<file path="src/hw/csf_pkg.sv">
// shared constants for the channel status flag register bank
package csf_pkg;
  localparam int          NUM_CH          = 4;
  localparam logic [7:0]  ADDR_FLAGS      = 8'h01;  // channel_event_flags
  localparam logic [7:0]  ADDR_STATUS     = 8'h02;  // recovery_status
  localparam logic [7:0]  ADDR_SELECT     = 8'hFF;  // shared channel select
  localparam logic [7:0]  FLAGS_RESET     = 8'h00;
  localparam logic [7:0]  STATUS_RESET    = 8'h00;
  localparam logic [3:0]  SELECT_RESET    = 4'h0;
  localparam int          LOCKLOSS_BIT    = 4;
  localparam int          SIGLOST_BIT     = 0;
  localparam int          SEL_BCAST_BIT   = 3;
  localparam int          SEL_ENABLE_BIT  = 2;
  localparam int          ST_RATE_OK      = 7;
  localparam int          ST_ADAPT_DONE   = 6;
  localparam int          ST_LOCK_FAIL    = 5;
  localparam int          ST_LOCK_A       = 4;
  localparam int          ST_LOCK_B       = 3;
  localparam int          ST_TRANS_MET    = 2;
  localparam int          ST_OVER_RANGE   = 1;
endpackage : csf_pkg

</file>
<file path="src/hw/csf_status_bank.sv">
// four-channel status register bank behind the shared channel select
// Summary of operation
// - lock-loss flag sets when lock drops after acquisition; reading register clears it.
// - signal-lost flag sets only after signal was detected and then lost.
// - status bit 7 high while data rate is within configured ppm tolerance.
// - status bit 6 high once equalizer adaptation has finished.
// - status bit 5 high when signal quality is insufficient for lock.
// - status bits 4 and 3 both show recovery lock, always identical.
// - status bit 2 high once enough transitions were seen for lock.
// - status bit 1 high when data rate exceeds oscillator upper limit.
// - broadcast select bit is stored but drives nothing; reads come from the picked channel.
`timescale 1ns/1ps
module csf_status_bank
  import csf_pkg::*;
(
  input  wire logic                ref_clk,        // 125 MHz clock
  input  wire logic                nrst,           // async reset, active low
  input  wire logic                regWrEn,        // one-cycle register write strobe
  input  wire logic                regRdEn,        // one-cycle register read strobe
  input  wire logic [7:0]          regAddr,        // register address
  input  wire logic [7:0]          regWrData,      // write data
  output logic      [7:0]          regRdData,      // read data, registered
  output logic                     sharedSpace,    // access goes to shared registers
  input  wire logic [NUM_CH-1:0]   lockPin,        // recovery lock per channel
  input  wire logic [NUM_CH-1:0]   sigDetPin,      // signal detect per channel
  input  wire logic [NUM_CH-1:0]   rateOkPin,      // rate within ppm tolerance
  input  wire logic [NUM_CH-1:0]   adaptDonePin,   // equalizer adaptation done
  input  wire logic [NUM_CH-1:0]   lockFailPin,    // quality too low for lock
  input  wire logic [NUM_CH-1:0]   transMetPin,    // transition count met
  input  wire logic [NUM_CH-1:0]   overRangePin    // oscillator_over_range
);
  logic [1:0]        channelPick_reg;
  logic              channelSpaceEnable_reg;
  logic              broadcastWrite_reg;
  logic [NUM_CH-1:0] lockSync1_reg, lockSync2_reg;
  logic [NUM_CH-1:0] sigSync1_reg, sigSync2_reg;
  logic [7:0]        stSync1_reg [NUM_CH];
  logic [7:0]        stSync2_reg [NUM_CH];
  logic [7:0]        chFlags [NUM_CH];
  logic [7:0]        chStatus [NUM_CH];
  logic [NUM_CH-1:0] flagRd;
  logic              chanRead;

  // select register is write-only; it always lives in the shared set
  always_ff @(posedge ref_clk or negedge nrst) begin
    if (!nrst) begin
      channelPick_reg        <= SELECT_RESET[1:0];
      channelSpaceEnable_reg <= SELECT_RESET[SEL_ENABLE_BIT];
      broadcastWrite_reg     <= SELECT_RESET[SEL_BCAST_BIT];
    end else if (regWrEn && regAddr == ADDR_SELECT) begin
      channelPick_reg        <= regWrData[1:0];
      channelSpaceEnable_reg <= regWrData[SEL_ENABLE_BIT];
      broadcastWrite_reg     <= regWrData[SEL_BCAST_BIT];
    end
  end

  // without the enable, every address belongs to the shared set
  assign sharedSpace = !channelSpaceEnable_reg || regAddr == ADDR_SELECT;
  assign chanRead    = regRdEn && !sharedSpace;

  // status pins come from the analog loop: two flops before use
  always_ff @(posedge ref_clk or negedge nrst) begin
    if (!nrst) begin
      lockSync1_reg <= '0;
      lockSync2_reg <= '0;
      sigSync1_reg  <= '0;
      sigSync2_reg  <= '0;
    end else begin
      lockSync1_reg <= lockPin;
      lockSync2_reg <= lockSync1_reg;
      sigSync1_reg  <= sigDetPin;
      sigSync2_reg  <= sigSync1_reg;
    end
  end

  // per-channel status synchronisers and channel instances
  for (genvar c = 0; c < NUM_CH; c++) begin : g_ch
    always_ff @(posedge ref_clk or negedge nrst) begin
      if (!nrst) begin
        stSync1_reg[c] <= STATUS_RESET;
        stSync2_reg[c] <= STATUS_RESET;
      end else begin
        stSync1_reg[c] <= {rateOkPin[c],
                           adaptDonePin[c],
                           lockFailPin[c],
                           2'b00,
                           transMetPin[c],
                           overRangePin[c],
                           1'b0};
        stSync2_reg[c] <= stSync1_reg[c];
      end
    end

    // reads touch only the picked channel, broadcast or not
    assign flagRd[c] = chanRead && regAddr == ADDR_FLAGS
                       && channelPick_reg == 2'(c);

    csf_channel u_ch (
      .ref_clk      (ref_clk),
      .nrst         (nrst),
      .lockIn       (lockSync2_reg[c]),
      .sigDetIn     (sigSync2_reg[c]),
      .statusIn     (stSync2_reg[c]),
      .flagsRdPulse (flagRd[c]),
      .flagsOut     (chFlags[c]),
      .statusOut    (chStatus[c])
    );
  end

  // read data mux; writes to both status registers have nothing to store
  always_ff @(posedge ref_clk or negedge nrst) begin
    if (!nrst) begin
      regRdData <= 8'h00;
    end else if (chanRead) begin
      if (regAddr == ADDR_FLAGS) begin
        regRdData <= chFlags[channelPick_reg];
      end else if (regAddr == ADDR_STATUS) begin
        regRdData <= chStatus[channelPick_reg];
      end else begin
        regRdData <= 8'h00;
      end
    end else if (regRdEn) begin
      regRdData <= 8'h00;  // shared set and 0xff read back as zero
    end
  end
endmodule : csf_status_bank

</file>
<file path="src/hw/csf_channel.sv">
// one channel: sticky event flags and live status byte
`timescale 1ns/1ps
module csf_channel
  import csf_pkg::*;
(
  input  wire logic       ref_clk,       // system clock
  input  wire logic       nrst,          // async reset, active low
  input  wire logic       lockIn,        // synchronised recovery lock
  input  wire logic       sigDetIn,      // synchronised signal detect
  input  wire logic [7:0] statusIn,      // synchronised live status byte
  input  wire logic       flagsRdPulse,  // one-cycle read of flag register
  output logic      [7:0] flagsOut,      // channel_event_flags value
  output logic      [7:0] statusOut      // recovery_status value
);
  logic lockSeen_reg;
  logic sigSeen_reg;
  logic lockPrev_reg;
  logic sigPrev_reg;
  logic lockLost_reg;
  logic sigLost_reg;
  logic lockFall;
  logic sigFall;

  // armed only after first acquisition, so a never-locked channel stays quiet
  assign lockFall = lockPrev_reg && !lockIn && lockSeen_reg;
  assign sigFall  = sigPrev_reg && !sigDetIn && sigSeen_reg;

  // history of acquisition and previous level
  always_ff @(posedge ref_clk or negedge nrst) begin
    if (!nrst) begin
      lockSeen_reg <= 1'b0;
      sigSeen_reg  <= 1'b0;
      lockPrev_reg <= 1'b0;
      sigPrev_reg  <= 1'b0;
    end else begin
      lockPrev_reg <= lockIn;
      sigPrev_reg  <= sigDetIn;
      if (lockIn) lockSeen_reg <= 1'b1;
      if (sigDetIn) sigSeen_reg <= 1'b1;
    end
  end

  // lock-loss flag: set beats the clear-on-read in the same cycle
  always_ff @(posedge ref_clk or negedge nrst) begin
    if (!nrst) begin
      lockLost_reg <= 1'b0;
    end else if (lockFall) begin
      lockLost_reg <= 1'b1;
    end else if (flagsRdPulse) begin
      lockLost_reg <= 1'b0;
    end
  end

  // signal-lost flag is sticky; it has no documented clear so it holds until reset
  always_ff @(posedge ref_clk or negedge nrst) begin
    if (!nrst) begin
      sigLost_reg <= 1'b0;
    end else if (sigFall) begin
      sigLost_reg <= 1'b1;
    end
  end

  // flag byte, reserved bits zero
  always_comb begin
    flagsOut               = FLAGS_RESET;
    flagsOut[LOCKLOSS_BIT] = lockLost_reg;
    flagsOut[SIGLOST_BIT]  = sigLost_reg;
  end

  // live status, both lock copies come from one source so they never differ
  always_ff @(posedge ref_clk or negedge nrst) begin
    if (!nrst) begin
      statusOut <= STATUS_RESET;
    end else begin
      statusOut                <= statusIn;
      statusOut[ST_LOCK_A]     <= lockIn;
      statusOut[ST_LOCK_B]     <= lockIn;
      statusOut[0]             <= 1'b0;
    end
  end
endmodule : csf_channel

</file>
<file path="config.mk">
export PLATFORM = sky130hd
export DESIGN_NAME = csf_status_bank
export DESIGN_NICKNAME = d
export VERILOG_FILES = /design/src/hw/csf_pkg.sv /design/src/hw/csf_status_bank.sv /design/src/hw/csf_channel.sv
export SDC_FILE = /design/constraint.sdc
export NUM_CORES = 1
export LEC_CHECK = 0
export BUFFER_PORTS_ARGS = -buffer_cell sky130_fd_sc_hd__clkbuf_2
export CAP_MARGIN = 40
export CELL_PAD_IN_SITES_DETAIL_PLACEMENT = 1
export CELL_PAD_IN_SITES_GLOBAL_PLACEMENT = 2
export CORE_MARGIN = 10
export CORE_UTILIZATION = 31
export DETAILED_ROUTE_END_ITERATION = 10
export GPL_TIMING_DRIVEN = 0
export PLACE_DENSITY_LB_ADDON = 0.1
export SLEW_MARGIN = 20
export SYNTH_ARGS = -nofsm -noshare
export SYNTH_HDL_FRONTEND = slang
export SYNTH_SLANG_ARGS = --single-unit
</file>
<file path="constraint.sdc">
create_clock -name ref_clk -period 3.7 [get_ports ref_clk]
set_clock_uncertainty 0.1 [all_clocks]
set_input_delay 0.185 -clock ref_clk [delete_from_list [all_inputs] [get_ports ref_clk]]
set_output_delay 0.185 -clock ref_clk [all_outputs]
set_load 0.1 [all_outputs]
</file>
# After elaboration in Yosys (flattened, before gate mapping)

Index checks and enable logic that the tools add are counted.

Register bits: 119
Input bits: 48
Output and inout bits: 9
Logic and storage cells: 109

$lt $le $gt $ge: 1
Equal/unequal tests: 6
Mux-type cells: 18
Bitwise operators: 1
Reductions and logical operators: 40

Operators by type and width:

| kind                 | number |
|---|---|
| $mux W8              | 8 |
| $bmux W8 S2          | 2 |
| $logic_and A1 B1 Y1  | 23 |
| $logic_not A1 Y1     | 10 |
| $reduce_bool A2 Y1   | 5 |
| $eq A8 B1 Y1 const B | 1 |
| $eq A8 B2 Y1 const B | 1 |
| $eq A8 B8 Y1 const B | 1 |
| $mux W1              | 8 |
| $eq A2 B2 Y1 const B | 2 |
| $ge A3 B3 Y1 const B | 1 |
| $not A2 Y3           | 1 |
| $eq A2 B1 Y1 const B | 1 |
| $logic_not A2 Y1     | 1 |
| $logic_or A1 B1 Y1   | 1 |

# Longest topological paths before layout

Depth after elaboration: 8
Gate-level depth with buffers: 5
Mapped depth without buffers: 3

# Cells and area by module

From an unflattened synthesis, not the netlist that was laid out.

Cells, all modules: 258
Area total of the unflattened synthesis: 3975.1 um^2

Modules (own cells, without submodules):

| module          | times used | cells each | area an instance (um^2) | seq. area each (um^2) |
|---|---|---|---|---|
| csf_status_bank | 1          | 138        | 2378.5                  | 1676.6 |
| csf_channel     | 4          | 30         | 399.1                   | 275.3 |

# Worst setup path after synthesis

OpenSTA, ideal clock, no wires.

Kind: input to output
Start point: in regAddr[5]
End point: out sharedSpace
Arrival: 2416 ps
Required time: 3415 ps
Setup slack: 999 ps
Stages on the path: 2
Path buffers: 0
Cells stage by stage: nand4_1 o21ai_0

Longest elaborated chain between the ends: 2

RTL lines:

| item               | RTL line              | RTL |
|---|---|---|
| start: declaration | csf_status_bank.sv:20 | `input wire logic [7:0] regAddr,` |
| $eq A8 B8 Y1       | csf_status_bank.sv:58 | `assign sharedSpace = !channelSpaceEnable_reg \|\| regAddr == ADDR_SELECT;` |
| $logic_or A1 B1 Y1 | csf_status_bank.sv:58 |  |
| end: declaration   | csf_status_bank.sv:23 | `output logic sharedSpace,` |

No other way between the ends.

# Worst setup path in the final report

Start point: reg channelPick_reg[0]
End point: reg regRdData[7]

Longest elaborated chain between the ends: 7
Elaborated cells between the ends (all ways): 10
Classes of those cells: mux: 9; bitwise: 1

RTL lines:

| item                                       | RTL line                                       | RTL |
|---|---|---|
| start: declaration                         | csf_status_bank.sv:32                          | `logic [1:0] channelPick_reg;` |
| start signal: assignment                   | csf_status_bank.sv:47                          | `channelPick_reg <= SELECT_RESET[1:0];` |
| start signal: assignment                   | csf_status_bank.sv:51                          | `channelPick_reg <= regWrData[1:0];` |
| $not A2 Y3 (implied by the code) (*)       | csf_status_bank.sv:116, csf_status_bank.sv:118 |  |
| $bmux W8 S2                                | csf_status_bank.sv:118                         | `regRdData <= chStatus[channelPick_reg];` |
| $mux W8 (implied by the code) (2 in a row) | csf_status_bank.sv:118                         |  |
| $mux W8                                    | csf_status_bank.sv:117                         | `end else if (regAddr == ADDR_STATUS) begin` |
| $mux W8 (*)                                | csf_status_bank.sv:115                         | `if (regAddr == ADDR_FLAGS) begin` |
| $mux W8 (*)                                | csf_status_bank.sv:114                         | `end else if (chanRead) begin` |
| end signal: assignment                     | csf_status_bank.sv:116                         | `regRdData <= chFlags[channelPick_reg];` |
| end signal: assignment                     | csf_status_bank.sv:118                         |  |
| end: declaration                           | csf_status_bank.sv:22                          | `output logic [7:0] regRdData,` |

Mark *: on every way between the ends. The rest lies on a longest branch, timed or not. The select of a mux whose other input is x is not followed.
A chain may end at the register's enable or synchronous reset.

==> impl_metrics.csv <==
group,metric,value,unit
timing,worst_pin_slew,0.564,ns
routing,vias,1787,
timing,whs,0.0592,ns
clocking,clock_latency,0.36,ns
power_and_ir_drop,power.combinational.fraction,0.052,
yosys,yosysWarnings,0,
min_path,hold_path_class,"in2reg",
power_and_ir_drop,powerDensity,482,nW/um^2
yosys,synthTopCellsByArea,"dfrtp_1 81%, mux4_1 3.8%, mux4_2 2.0%",
setup_path,worstPathRequired,3.85,ns
placement,port_buffers,50,
global_routing,grt_overflow,0,
setup_path,arrival,1.78,ns
global_routing,grt_first_pass_wirelength,10700,um
floorplan,initial_core_util,0.316,
global_routing,antenna_found_initial,0,
layout,syn2layout_area_growth,28.9,%
setup_path,crit_type,"reg2reg",
min_path,holdPathEnd,"regRdData[1]",
setup_path,cp-start-kind,"flip-flop",
setup_path,worst_setup_path_end_kind,"flip-flop",
yosys,yosysMostFrequentCell,"dfrtp_1",
yosys,synth_cell_types,24,
clocking,numCtsBuffers,9,
global_routing,grt_max_degree,93,
power_and_ir_drop,ir_worst_vdd,0.224,mV
yosys,syn_area_per_cell,17.9,um^2
yosys,ys.flop_type,"dfrtp_1",
clocking,clk_pin_slew,0.11,ns
timing,setup_violations,0,
power_and_ir_drop,seq_power_share,0.599,
min_path,worstHoldStart,"regRdEn",
layout,instances_no_fill,431,
power_and_ir_drop,leakagePower,1.96,nW
clocking,hold_buffers,32,
yosys,syn_inst,192,
power_and_ir_drop,power,2.13,mW
placement,dp_cells,383,
power_and_ir_drop,p_int,1.64,mW
power_and_ir_drop,switching_power,484,uW
routing,drt-vias-per-instance,4.15,
layout,largest_reg_flops,24,
layout,num_antenna_cells,0,
clocking,cts_tree,"yes",
floorplan,die_x,125,um
routing,wl_per_cell,14.3,um
power_and_ir_drop,p_clk_frac,0.348,
setup_path,r2r_start,"channelPick_reg[0]",
timing,rsz0062_at_grt,"no",
yosys,syn_nets,240,
yosys,ys_seq_area_frac,0.810,
clocking,cts_setup_buffers,0,
timing,hold_violations,0,
power_and_ir_drop,p_sw_frac,0.228,
yosys,synth-async-reset-ratio,1.00,
outcome,status,"finished clean",
routing,routed_wirelength,6150,um
global_routing,grt_pass1_vias,2128,
routing,ant_nets,0,
yosys,synth_common_cells,"111 x dfrtp_1, 17 x inv_1, 9 x nand4_1, 8 x or2_2",
timing,post-route-min-period,1.63,ns
floorplan,die_area,15700,um^2
timing,setup_tns,0,ns
yosys,synth_top_area_cell,"dfrtp_1",
placement,routabilityCongestion,0.747,
placement,dp_hpwl,3900,um
yosys,yosysTopAreaCellShare,0.810,
clocking,htree_levels,3,
yosys,synth_edf_count,0,
timing,finalCritPeriodShare,0.441,
floorplan,pin_count,57,
timing,fmax,0.613,GHz
min_path,hold_depth,2,
global_routing,gr-usage-all-layers,0.0839,
routing,drt_iter0_drc,81,
layout,layout-drive-gt1-share,0.296,
floorplan,core_region_area,10800,um^2
routing,drc,0,
yosys,syn_area,3430,um^2
timing,slew_violations,0,
floorplan,die_h,125,um
timing,slew_headroom,0.626,
yosys,ys_seq_elements,111,
setup_path,path_max_fanout,10,
clocking,clock-sinks,111,
clocking,ctsResizeCount,0,
setup_path,rr_endpoint,"regRdData[7]",
floorplan,num_rows,38,
layout,nets,334,
setup_path,reg2reg_slack,2.07,ns
routing,dr.pass1.iters,4,
run,drv_cap,0,
clocking,clockBufferDepth,2,
setup_path,ff2ff_path_depth,4,
clocking,clock-root-buffer,"clkbuf_8",
[how the worst max path moves through the flow]
| stage | startpoint | to | slack, ns |
|---|---|---|---|
| after floorplan | regAddr[5] | sharedSpace | 1.0 |
| after global placement | nrst | stSync1_reg[30] | 0.77 |
| after detailed placement | channelPick_reg[0] | regRdData[7] | 2.05 |
| after CTS | channelPick_reg[0] | regRdData[7] | 2.02 |
| after global routing | channelPick_reg[0] | regRdData[7] | 1.96 |
| final | channelPick_reg[0] | regRdData[7] | 2.07 |
[cell usage in the layout (no fill, tap or decap), types with 5 or more instances in the layout]
cell / n
dfrtp_1: 111
clkbuf_2: 49
dlygate4sd3_1: 32
inv_1: 17
clkbuf_8: 10
nand4_1: 9
or2_2: 8
o22ai_1: 5
mux4_1: 5
[area by class of cell]
type,instances,area [um^2]
multi-input cells,60,564
clock inverters,6,80.1
fillers,1079,6420
well taps,140,175
clock buffers,10,128
plain buffers,4,22.5
repair buffers,83,607
inverters,17,63.8
flip-flops and latches,111,2780
[critical path, stage by stage, from the launching register on]
cell     delay [ns]
dfrtp_1        0.49
buf_4          0.25
mux4_1         0.57
inv_1          0.07
o22ai_1        0.06
[layer usage]
metal  track usage  wire length, um
met4        0.0325               90
met5             0                0
met3        0.0317              302
met2         0.135             2980
met1        0.0997             2780
[power groups by stage]
stage / registers [mW] / clock network (mW) / logic, mW
4_1_cts: 1.28 / 0.780 / 0.115
6_report: 1.28 / 0.741 / 0.111
2_1_floorplan: 1.29 / 0 / 0.0298
3_5_place_dp: 1.30 / 0 / 0.0885
3_3_place_gp: 1.30 / 0 / 0.0822
5_1_grt: 1.28 / 0.839 / 0.126
[through the flow]
stage	cell area, um^2	util	setup slack, ns
after CTS	4420	0.408	2.02
after detailed placement	3890	0.359	2.05
after floorplan	3430	-	0.999
after global placement	3850	0.355	0.765
final	4420	0.408	2.07
after global routing	4420	0.408	1.96
[cell families (layout without fill, tap and decap cells)]
kind of cell,count (synthesis),in the layout,share of synthesized area
simple gates,33,33,0.0628
mux,11,11,0.0679
flops,111,111,0.810
buf+inv,21,120,0.0252
compound gates,16,16,0.0339
(Power assumes the default switching activity.)
